**config.mk**
```make
export PLATFORM = sky130hd
export DESIGN_NAME = exc_cpu_flat
export DESIGN_NICKNAME = d
export VERILOG_FILES = /design/src/core/exc_pkg.sv /design/src/core/exc_if.sv /design/src/core/exc_cpu.sv /design/src/flat_wrapper.sv
export VERILOG_INCLUDE_DIRS = /design/src /design/src/core
export SDC_FILE = /design/constraint.sdc
export NUM_CORES = 1
export LEC_CHECK = 0
export BUFFER_PORTS_ARGS = -buffer_cell sky130_fd_sc_hd__buf_4
export CAP_MARGIN = 20
export CORE_UTILIZATION = 35
export CTS_CLUSTER_SIZE = 30
export DETAILED_ROUTE_END_ITERATION = 12
export PLACE_DENSITY_LB_ADDON = 0.12
export SYNTH_ARGS = -nofsm -noshare
export SYNTH_HDL_FRONTEND = slang
export SYNTH_SLANG_ARGS = --single-unit
```
**constraint.sdc**
```tcl
create_clock -name SYS_CLK -period 2.3 [get_ports SYS_CLK]
set_input_delay 0.46 -clock SYS_CLK [delete_from_list [all_inputs] [get_ports SYS_CLK]]
set_output_delay 0.46 -clock SYS_CLK [all_outputs]
set_load 0.01 [all_outputs]
```
**src/core/exc_consts.svh**
```systemverilog
// Timing constants for the reset and interrupt input block
`ifndef EXC_CONSTS_SVH
`define EXC_CONSTS_SVH
`define CLK_PERIOD_NS 5
`define PWRUP_RESET_MS 1
`define PWRUP_RESET_CYC ((`PWRUP_RESET_MS * 1000000 + `CLK_PERIOD_NS - 1) / `CLK_PERIOD_NS)
`define WARM_RESET_CYC 15
`define SOFT_RESET_CYC 15
`define NMI_LOW_CYC 4
`define NMI_HIGH_CYC 4
`define SYSMGMT_BASE_REG_RESET 32'h00030000
`define SYNC_STAGES 3
`endif

```
**src/core/exc_pkg.sv**
```systemverilog
// Types for the reset and interrupt input block
package exc_pkg;
	typedef enum logic [3:0] {
		ST_RUN = 4'b0001,
		ST_ACK = 4'b0010,
		ST_SMM = 4'b0100,
		ST_RST = 4'b1000
	} cpu_state_t;
	typedef logic [31:0] word_t;
endpackage : exc_pkg

```
**src/core/exc_if.sv**
```systemverilog
// Pins between board logic and the processor input block
`timescale 1ns/1ps
interface exc_if;
	logic hard_reset;
	logic soft_reset_in;
	logic maskable_irq_req;
	logic nmi_req;
	logic sysmgmt_req_n;
	logic sysmgmt_active_n;
	modport cpu (input hard_reset, input soft_reset_in, input maskable_irq_req,
		input nmi_req, input sysmgmt_req_n, output sysmgmt_active_n);
	modport board (output hard_reset, output soft_reset_in, output maskable_irq_req,
		output nmi_req, output sysmgmt_req_n, input sysmgmt_active_n);
endinterface : exc_if

```
**src/core/exc_cpu.sv**
```systemverilog
// Processor end: reset, interrupt and system-management input handling
// Operation
// (RL1) Held in reset, restart from known state
// (RL2) Power-up hard reset held 1 ms
// (RL3) Warm hard reset held 15 clocks
// (RL4) Hard reset high active, asynchronous
// (RL5) Maskable interrupt serviced only when enabled
// (RL6) Accepted interrupt gives two locked acknowledges
// (RL7) Source holds request through both acknowledges
// (RL8) Maskable request level sensitive, active high
// (RL9) Non-maskable interrupt on rising edge only
// (RL10) Non-maskable input low four clocks first
// (RL11) Soft reset like hard, base kept
// (RL12) Soft reset held 15 clocks
// (RL13) Falling request enters mode after instruction
// (RL14) Request tested at boundaries and iterations
// (RL15) Never splits locked cycles or nests mode
// (RL16) One further request latched until resume
// (RL17) Active output low from save through restore
// (RL18) Asynchronous inputs synchronised before decisions
`timescale 1ns/1ps
`include "exc_consts.svh"
module exc_cpu (
	// Clock and reset
	input wire logic SYS_CLK,
	input wire logic RST,
	input wire logic CE,
	// Execution core status
	input wire logic INSN_BOUNDARY,
	input wire logic STRING_ITER,
	input wire logic LOCKED_SEQ,
	input wire logic INT_ENABLE,
	input wire logic ACK_CYCLE_DONE,
	input wire logic SAVE_DONE,
	input wire logic RESUME_EXEC,
	input wire logic RESTORE_LAST,
	input wire logic BASE_WE,
	input wire logic [31:0] BASE_WDATA,
	// Execution core requests
	output logic CORE_RESET,
	output logic INTA_REQ,
	output logic INTA_LOCK,
	output logic NMI_TAKE,
	output logic SMM_ENTER,
	output logic [31:0] SYSMGMT_BASE,
	output logic SYSMGMT_MODE,
	// Pins
	exc_if.cpu pins
);
	localparam int N = `SYNC_STAGES;
	logic [N-1:0] hrst_s_r;
	logic [N-1:0] srst_s_r;
	logic [N-1:0] irq_s_r;
	logic [N-1:0] nmi_s_r;
	logic [N-1:0] smi_s_r;
	logic hrst_r;
	logic srst_r;
	logic irq_r;
	logic nmi_r;
	logic smi_n_r;
	logic smi_pend_r;
	logic smi_nest_r;
	logic [1:0] ack_cnt_r;
	logic nmi_evt_r;
	logic act_n_r;
	exc_pkg::cpu_state_t state_r;
	exc_pkg::cpu_state_t state_nxt;
	exc_pkg::word_t base_r;

	// Settled value: change counts once stages two and three agree
	function automatic logic settle(input logic [N-1:0] s, input logic cur);
		settle = (s[1] == s[2]) ? s[2] : cur;
	endfunction : settle

	wire hrst_nxt = settle(hrst_s_r, hrst_r);
	wire srst_nxt = settle(srst_s_r, srst_r);
	wire irq_nxt = settle(irq_s_r, irq_r);
	wire nmi_nxt = settle(nmi_s_r, nmi_r);
	wire smi_n_nxt = settle(smi_s_r, smi_n_r);
	wire smi_fall = smi_n_r & ~smi_n_nxt;
	wire nmi_rise = ~nmi_r & nmi_nxt; // RL9
	wire any_rst = hrst_r | srst_r;
	wire in_run = (state_r == exc_pkg::ST_RUN);
	wire in_ack = (state_r == exc_pkg::ST_ACK);
	wire in_smm = (state_r == exc_pkg::ST_SMM);
	wire ack_step = in_ack & ACK_CYCLE_DONE;
	wire smm_leave = in_smm & RESUME_EXEC;
	wire base_load = BASE_WE & in_smm;
	wire act_release = RESTORE_LAST & in_smm;
	wire take_point = (INSN_BOUNDARY | STRING_ITER) & ~LOCKED_SEQ; // RL14 RL15
	wire smi_go = in_run & smi_pend_r & take_point; // RL13
	wire irq_go = in_run & irq_r & INT_ENABLE
		& INSN_BOUNDARY & ~LOCKED_SEQ & ~smi_go; // RL5 RL8
	wire ack_last = ack_step & (ack_cnt_r == 2'h1);

	always_comb begin
		state_nxt = state_r;
		unique case (state_r)
			exc_pkg::ST_RST: if (!any_rst) state_nxt = exc_pkg::ST_RUN; // RL1
			exc_pkg::ST_RUN: begin
				if (smi_go)
					state_nxt = exc_pkg::ST_SMM;
				else if (irq_go)
					state_nxt = exc_pkg::ST_ACK;
			end
			exc_pkg::ST_ACK: if (ack_last) state_nxt = exc_pkg::ST_RUN; // RL6
			exc_pkg::ST_SMM: if (RESUME_EXEC) state_nxt = exc_pkg::ST_RUN;
			default: state_nxt = exc_pkg::ST_RST;
		endcase
		if (any_rst)
			state_nxt = exc_pkg::ST_RST; // RL4 RL11
	end

	// Synchronisers: only a reset constant on the async clear
	always_ff @(posedge SYS_CLK or posedge RST) begin
		if (RST) begin
			hrst_s_r <= '0;
			srst_s_r <= '0;
			irq_s_r <= '0;
			nmi_s_r <= '0;
			smi_s_r <= '1;
			hrst_r <= 1'b0;
			srst_r <= 1'b0;
			irq_r <= 1'b0;
			nmi_r <= 1'b0;
			smi_n_r <= 1'b1;
		end else if (CE) begin
			hrst_s_r <= {hrst_s_r[N-2:0], pins.hard_reset}; // RL18
			srst_s_r <= {srst_s_r[N-2:0], pins.soft_reset_in};
			irq_s_r <= {irq_s_r[N-2:0], pins.maskable_irq_req};
			nmi_s_r <= {nmi_s_r[N-2:0], pins.nmi_req};
			smi_s_r <= {smi_s_r[N-2:0], pins.sysmgmt_req_n};
			hrst_r <= hrst_nxt;
			srst_r <= srst_nxt;
			irq_r <= irq_nxt;
			nmi_r <= nmi_nxt;
			smi_n_r <= smi_n_nxt;
		end
	end

	// State and acknowledge count
	always_ff @(posedge SYS_CLK or posedge RST) begin
		if (RST) begin
			state_r <= exc_pkg::ST_RST;
			ack_cnt_r <= 2'h0;
		end else if (CE) begin
			state_r <= state_nxt;
			if (irq_go)
				ack_cnt_r <= 2'h0;
			else if (ack_step)
				ack_cnt_r <= ack_cnt_r + 2'h1; // RL6
		end
	end

	// Edge seen during reset is dropped, not held over
	always_ff @(posedge SYS_CLK or posedge RST) begin
		if (RST)
			nmi_evt_r <= 1'b0;
		else if (CE)
			nmi_evt_r <= nmi_rise & ~any_rst; // RL9
	end

	// Only a hard reset restores the base
	always_ff @(posedge SYS_CLK or posedge RST) begin
		if (RST) begin
			base_r <= `SYSMGMT_BASE_REG_RESET;
		end else if (CE) begin
			if (hrst_r)
				base_r <= `SYSMGMT_BASE_REG_RESET; // RL11
			else if (base_load)
				base_r <= BASE_WDATA;
		end
	end

	// Pending and nested requests, a new fall beats every clear except reset
	always_ff @(posedge SYS_CLK or posedge RST) begin
		if (RST) begin
			smi_pend_r <= 1'b0;
			smi_nest_r <= 1'b0;
		end else if (CE) begin
			if (any_rst) begin
				smi_pend_r <= 1'b0;
				smi_nest_r <= 1'b0;
			end else if (smm_leave) begin
				smi_pend_r <= smi_nest_r | smi_fall; // RL16
				smi_nest_r <= 1'b0;
			end else if (in_smm) begin
				if (smi_fall)
					smi_nest_r <= 1'b1; // RL15 RL16
			end else if (smi_go) begin
				smi_pend_r <= smi_fall;
			end else if (smi_fall) begin
				smi_pend_r <= 1'b1;
			end
		end
	end

	// Active output, low from entry until the last restore
	always_ff @(posedge SYS_CLK or posedge RST) begin
		if (RST) begin
			act_n_r <= 1'b1;
		end else if (CE) begin
			if (any_rst)
				act_n_r <= 1'b1;
			else if (smi_go)
				act_n_r <= 1'b0; // RL17
			else if (act_release)
				act_n_r <= 1'b1; // RL17
		end
	end

	assign CORE_RESET = (state_r == exc_pkg::ST_RST); // RL1
	assign INTA_REQ = (state_r == exc_pkg::ST_ACK) & ~ACK_CYCLE_DONE | ack_last;
	// Lock stays up through the last acknowledge cycle itself
	assign INTA_LOCK = in_ack; // RL6
	assign NMI_TAKE = nmi_evt_r;
	assign SMM_ENTER = smi_go & ~SAVE_DONE;
	assign SYSMGMT_BASE = base_r;
	assign SYSMGMT_MODE = (state_r == exc_pkg::ST_SMM);
	assign pins.sysmgmt_active_n = act_n_r;
endmodule : exc_cpu

```
**src/flat_wrapper.sv**
```systemverilog
// flat-port wrapper written by rule: the top's interface ports become plain ports
module exc_cpu_flat 
  (SYS_CLK, RST, CE, INSN_BOUNDARY, STRING_ITER, LOCKED_SEQ, INT_ENABLE, ACK_CYCLE_DONE, SAVE_DONE, RESUME_EXEC, RESTORE_LAST, BASE_WE, BASE_WDATA, CORE_RESET, INTA_REQ, INTA_LOCK, NMI_TAKE, SMM_ENTER, SYSMGMT_BASE, SYSMGMT_MODE, pins_hard_reset, pins_soft_reset_in, pins_maskable_irq_req, pins_nmi_req, pins_sysmgmt_req_n, pins_sysmgmt_active_n);
  exc_if pins_i ();
  input wire logic SYS_CLK;
  input wire logic RST;
  input wire logic CE;
  input wire logic INSN_BOUNDARY;
  input wire logic STRING_ITER;
  input wire logic LOCKED_SEQ;
  input wire logic INT_ENABLE;
  input wire logic ACK_CYCLE_DONE;
  input wire logic SAVE_DONE;
  input wire logic RESUME_EXEC;
  input wire logic RESTORE_LAST;
  input wire logic BASE_WE;
  input wire logic [31:0] BASE_WDATA;
  output logic CORE_RESET;
  output logic INTA_REQ;
  output logic INTA_LOCK;
  output logic NMI_TAKE;
  output logic SMM_ENTER;
  output logic [31:0] SYSMGMT_BASE;
  output logic SYSMGMT_MODE;
  input wire logic [$bits(pins_i.hard_reset)-1:0] pins_hard_reset;
  input wire logic [$bits(pins_i.soft_reset_in)-1:0] pins_soft_reset_in;
  input wire logic [$bits(pins_i.maskable_irq_req)-1:0] pins_maskable_irq_req;
  input wire logic [$bits(pins_i.nmi_req)-1:0] pins_nmi_req;
  input wire logic [$bits(pins_i.sysmgmt_req_n)-1:0] pins_sysmgmt_req_n;
  output wire logic [$bits(pins_i.sysmgmt_active_n)-1:0] pins_sysmgmt_active_n;
  assign pins_i.hard_reset = pins_hard_reset;
  assign pins_i.soft_reset_in = pins_soft_reset_in;
  assign pins_i.maskable_irq_req = pins_maskable_irq_req;
  assign pins_i.nmi_req = pins_nmi_req;
  assign pins_i.sysmgmt_req_n = pins_sysmgmt_req_n;
  assign pins_sysmgmt_active_n = pins_i.sysmgmt_active_n;
  exc_cpu u_core (.SYS_CLK(SYS_CLK), .RST(RST), .CE(CE), .INSN_BOUNDARY(INSN_BOUNDARY), .STRING_ITER(STRING_ITER), .LOCKED_SEQ(LOCKED_SEQ), .INT_ENABLE(INT_ENABLE), .ACK_CYCLE_DONE(ACK_CYCLE_DONE), .SAVE_DONE(SAVE_DONE), .RESUME_EXEC(RESUME_EXEC), .RESTORE_LAST(RESTORE_LAST), .BASE_WE(BASE_WE), .BASE_WDATA(BASE_WDATA), .CORE_RESET(CORE_RESET), .INTA_REQ(INTA_REQ), .INTA_LOCK(INTA_LOCK), .NMI_TAKE(NMI_TAKE), .SMM_ENTER(SMM_ENTER), .SYSMGMT_BASE(SYSMGMT_BASE), .SYSMGMT_MODE(SYSMGMT_MODE), .pins(pins_i));
endmodule
```
After elaboration in Yosys (flattened, before gate mapping):

Index checks and enable logic that the tools add are counted.
Widths: inputs -> output; s select.

* output and inout bits: 39
* register bits after elaboration: 62
* word-level logic and storage cells: 99
* input port bits: 49

* bitwise logic cells: 29
* equal/unequal tests: 14
* add/subtract/negate cells: 1
* mux-type cells: 23
* reductions and logical operators: 15

Operators with widths (number)
* $mux 32: 2
* $mux 4: 5
* $and 1x1->1: 18
* $pmux 4 s4: 1
* $mux 1: 13
* $reduce_and 2->1: 6
* $ne 3x2->1 const B: 3
* $reduce_bool 3->1: 3
* $not 1->1: 7
* $reduce_and 3->1: 2
* $eq 1x1->1: 5
* $eq 4x1->1 const B: 1
* $eq 4x2->1 const B: 1
* $eq 4x3->1 const B: 1
* $eq 4x4->1 const B: 1
* $mux 2: 2
* $ne 4x3->1 const B: 1
* $or 1x1->1: 4
* $reduce_and 4->1: 1
* $reduce_bool 2->1: 2
* $reduce_bool 4->1: 1
* $add 2x1->2 const B: 1
* $eq 2x1->1 const B: 1

Longest topological paths before layout:

* depth in word-level cells: 10
* gate-level depth with buffers: 7

Least setup slack after synthesis:

Ideal clock, no wire load.

* kind: reg-to-reg
* start point: register u_core.state_r[0]
* end point: register u_core.base_r[10], in the netlist u_core.SYSMGMT_BASE[10]
* period minus slack after synthesis: 1940 ps
* required time: 2175 ps
* cell stages (with the launch flop): 8
* library setup time: 125 ps
* path buffers: 2
* data arrival time: 1815 ps
* path slack: 360 ps
* path through: dfrtp_1 or4b_4 clkinv_2 a21oi_2 nor2b_2 buf_6 buf_12 mux2_4

* longest elaborated chain between the ends: 4

Ends and longest elaborated chain
* start, declared: RTL line exc_cpu.sv:66 `exc_pkg::cpu_state_t state_r;`
* start signal, assigned: RTL line exc_cpu.sv:144 `state_r <= exc_pkg::ST_RST;`
* start signal, assigned: RTL line exc_cpu.sv:147 `state_r <= state_nxt;`
* $eq 4x3->1
* via SYSMGMT_MODE: RTL line flat_wrapper.sv:24 `output logic SYSMGMT_MODE;`
* $and 1x1->1: RTL line exc_cpu.sv:88 `wire base_load = BASE_WE & in_smm;`
* $reduce_bool 2->1 (no source line)
* $reduce_and 2->1 (no source line)
* end signal, assigned: RTL line exc_cpu.sv:166 `` base_r <= `SYSMGMT_BASE_REG_RESET; ``
* end signal, assigned: RTL line exc_cpu.sv:169 `` base_r <= `SYSMGMT_BASE_REG_RESET; ``
* end, declared: RTL line exc_cpu.sv:68 `exc_pkg::word_t base_r;`

The timed path passes the listed nets, and every way through them passes these cells.
A chain may end at the register's enable or synchronous reset.

Worst setup path after layout:

* start point: register u_core.state_r[3]
* end point: output CORE_RESET

* longest elaborated chain between the ends: 1

Ends and longest elaborated chain
* $eq 4x4->1: RTL line exc_cpu.sv:212 `assign CORE_RESET = (state_r == exc_pkg::ST_RST);`
* end, declared: RTL line flat_wrapper.sv:18 `output logic CORE_RESET;`

No other way between the ends.

==> run_results.csv <==
group,metric,value,unit
placed_design,hpwl,4106,um
pwr,p_leak,1.850,nW
setup_path,cp.arrival,1.77,ns
synth,ys_seq_area_share,51.96,%
global_route,grt_use_total,14.22,%
setup_path,critPathCapture,"CORE_RESET",
status,outcome,"complete, no violations",
layout,final_cell_area,3946,um2
routing,drtPass1Iterations,4,
layout,final_cells,435,
synth,netlist.area_leader.share,44.96,%
cts,cts_setup_buffers,0,
routing,wl_per_cell,13.84,um
die,die_h,94.67,um
placed_design,gp_congestion,0.7878,
setup_path,worstSetupStartpoint,"u_core.state_r[3]$_DFFE_PP1P_",
pwr,vdd_ir_drop_max,0.0006360,V
synth,synthSimpleGateAreaFrac,13.74,%
routing,viasPerCell,4.720,
job,max-cap-violations,0,
timing,finalSetupViolations,0,
cts,path_clk_slew,0.07,ns
routing,vias,2053,
timing,fin_skew,0.008666,ns
cts,htreeDepth,3,
timing,relSlewSlack,51.51,%
synth,synth_top_family_by_area,"multiplexers",
die,fp.coreArea,8258,um2
timing,holdWs,0.1792,ns
synth,synth-seq-cells,62,
global_route,grt_max_degree,63,
cts,cts_made_buffers,9,
synth,yosys.area_share.adder,0.4163,%
setup_path,crit_path_end_kind,"primary output",
placed_design,dp.cells,420,
timing,setup_tns,0,ns
synth,yosysTopAreaCell,"dfrtp_1",
die,chipWidth,94.67,um
routing,antenna_left,0,
timing,max_freq,0.4493,GHz
layout,final_cell_mix,"buf_4, dfrtp_1, nor2b_1",
setup_path,critical_path_class,"reg2out",
worst_hold_path,hp-class,"in2async",
timing,period_needed,2.226,ns
global_route,grt_pass1_wl,9584,um
synth,syn_inst,233,
die,rows,33,
placed_design,post_dp_cell_area,3771,um2
synth,syn_nets,283,
synth,synth-compound-area-share,6.286,%
setup_path,r2r_end,"u_core.SYSMGMT_BASE[31]$_DFFE_PP0P_",
routing,drt_wl_total,6022,um
synth,synth_area_leaders,"dfrtp_1, mux2_4, mux2_2",
layout,mostFrequentLayoutCell,"buf_4",
global_route,antenna_found_initial,0,
synth,synth.distinct_cells,40,
pwr,total_power,4.218,mW
routing,drt_iter0_markers,64,
global_route,overflow,0,
die,initial_core_util,36.39,%
synth,synth_edf_count,0,
pwr,pwr_density_cell,1069,nW/um2
routing,drc,0,
layout,finalNetCount,376,
cts,clock_path_buffers,2,
setup_path,r2r_cells,6,
layout,fill_cells,781,
setup_path,setup.worst_path.start_class,"register",
setup_path,crit_fanout,5,
layout,syn_to_final_growth,31.31,%
global_route,grt_pass1_vias,2030,
die,die_area,8961,um2
setup_path,required,1.84,ns
setup_path,timing.rr.start,"u_core.state_r[0]$_DFFE_PP0P_",
timing,worstMarginPinSlew,0.7173,ns
setup_path,ff2ff_setup_slack,0.21,ns
synth,synthFlopType,"dfrtp_1",
synth,synth_mux_area_share,22.81,%
layout,drive_above_1_share,53.03,%
timing,slew_violations,0,
cts,clk_latency,0.33,ns
placed_design,portBuffers,87,
cts,cts_root_buffer,"clkbuf_8",
timing,hold_violations,0,
die,io_pins,88,
timing,min_period_over_period,96.78,%
synth,synth_xor_area_share,0,%
cts,cts_num_sinks,62,
synth,synth_area_per_cell,12.90,um2
cts,cts_tree,"yes",
synth,synthesis.area,3005,um2
layout,diodes,0,
synth,yosysWarnings,0,
synth,async_reset_ff_share,100.0,%
==> routing by layer <==
layer | up-vias | wire [um] | GRT usage, %
met2 | 66 | 2837 | 23.02
met3 | 6 | 361 | 4.589
met1 | 989 | 2750 | 17.51
li1 | 992 | - | -
met4 | 0 | 73 | 5.682
met5 | - | 0 | 0
==> critical path: stages, from the launching register on <==
cell and delay, ns:
dfstp_2 0.59, nor4b_1 0.61, buf_4 0.24
==> worst min path at each step <==
| stage | from | to | slack (ns) | cells after the start |
|---|---|---|---|---|
| after CTS | RST | u_core.SYSMGMT_BASE[23]$_DFFE_PP0P_ | 0.19 | 3 |
| after floorplan | u_core.ack_cnt_r[0]$_DFFE_PP0P_ | u_core.ack_cnt_r[0]$_DFFE_PP0P_ | 0.46 | 1 |
| after global placement | u_core.SYSMGMT_BASE[17]$_DFFE_PP1P_ | u_core.SYSMGMT_BASE[17]$_DFFE_PP1P_ | 0.46 | 2 |
| after detailed placement | u_core.SYSMGMT_BASE[16]$_DFFE_PP1P_ | u_core.SYSMGMT_BASE[16]$_DFFE_PP1P_ | 0.47 | 2 |
| after global routing | RST | u_core.SYSMGMT_BASE[23]$_DFFE_PP0P_ | 0.21 | 3 |
| final | RST | u_core.SYSMGMT_BASE[7]$_DFFE_PP0P_ | 0.18 | 3 |
==> cells by family after synthesis <==
logic type                 Yosys count
AOI/OAI and AO/OA                   28
adders and majority gates            1
and+or+nand+nor                     68
DFF                                 62
muxes                               52
buffers and inverters               22
==> through the flow <==
| stage | worst slack, ns | utilization, % |
|---|---|---|
| 2_1_floorplan | 0.3118 | - |
| 3_3_place_gp | 0.2752 | 45.67 |
| 3_5_place_dp | 0.2425 | 45.67 |
| 4_1_cts | 0.05495 | 47.61 |
| 5_1_grt | -0.01475 | 47.79 |
| 6_report | 0.07415 | 47.79 |
==> where the power goes <==
group          leakage (nW)  total, mW  switching [mW]  internal [mW]
Sequential            0.749       1.78           0.263           1.51
Combinational          1.02       1.67           0.656           1.01
Clock                0.0817      0.776           0.400          0.377
Total                  1.85       4.22            1.32           2.90
==> cell usage after synthesis (2+ instances only) <==
master and count:
nor2b_1 31, nor2_1 11, o211ai_1 2, buf_1 2, nor3b_1 2, o22ai_1 3, a21oi_1 13, nor4b_1 2
dfrtp_1 54, nor3_1 3, mux2i_1 4, inv_1 8, nand2_1 5, a21boi_0 2, clkbuf_1 6, dfstp_2 8
mux2_4 28, buf_12 3, nand2b_1 6, mux2_2 20
==> cell type report <==
| cell class | instances | area (um2) | share of cell area, % |
|---|---|---|---|
| Sequential cell | 62 | 1562 | 39.57 |
| Multi-Input combinational cell | 149 | 1325 | 33.58 |
| Timing Repair Buffer | 95 | 738.2 | 18.71 |
| Tap cell | 105 | 131.4 | 3.329 |
| Clock buffer | 10 | 127.6 | 3.234 |
| Inverter | 9 | 35.03 | 0.8878 |
| Clock inverter | 5 | 27.53 | 0.6975 |
==> what timing repair did <==
item / 4_1_cts / 5_1_grt
hold buffers: 0 / 0
gates resized for setup: 1 / 2
endpoints found under the hold margin: 0 / 0
pin swaps: 0 / 1
setup endpoints to repair: 1 / 2
==> state kept, by name, indices dropped and copies added (netlist names), 2 cells and up <==
signal / count
u_core.srst_s_r: 3
u_core.SYSMGMT_BASE: 32
u_core.smi_s_r: 3
u_core.nmi_s_r: 3
u_core.ack_cnt_r: 2
u_core.irq_s_r: 3
u_core.hrst_s_r: 3
u_core.state_r: 4
No activity file was read; power rests on OpenSTA's default activity.
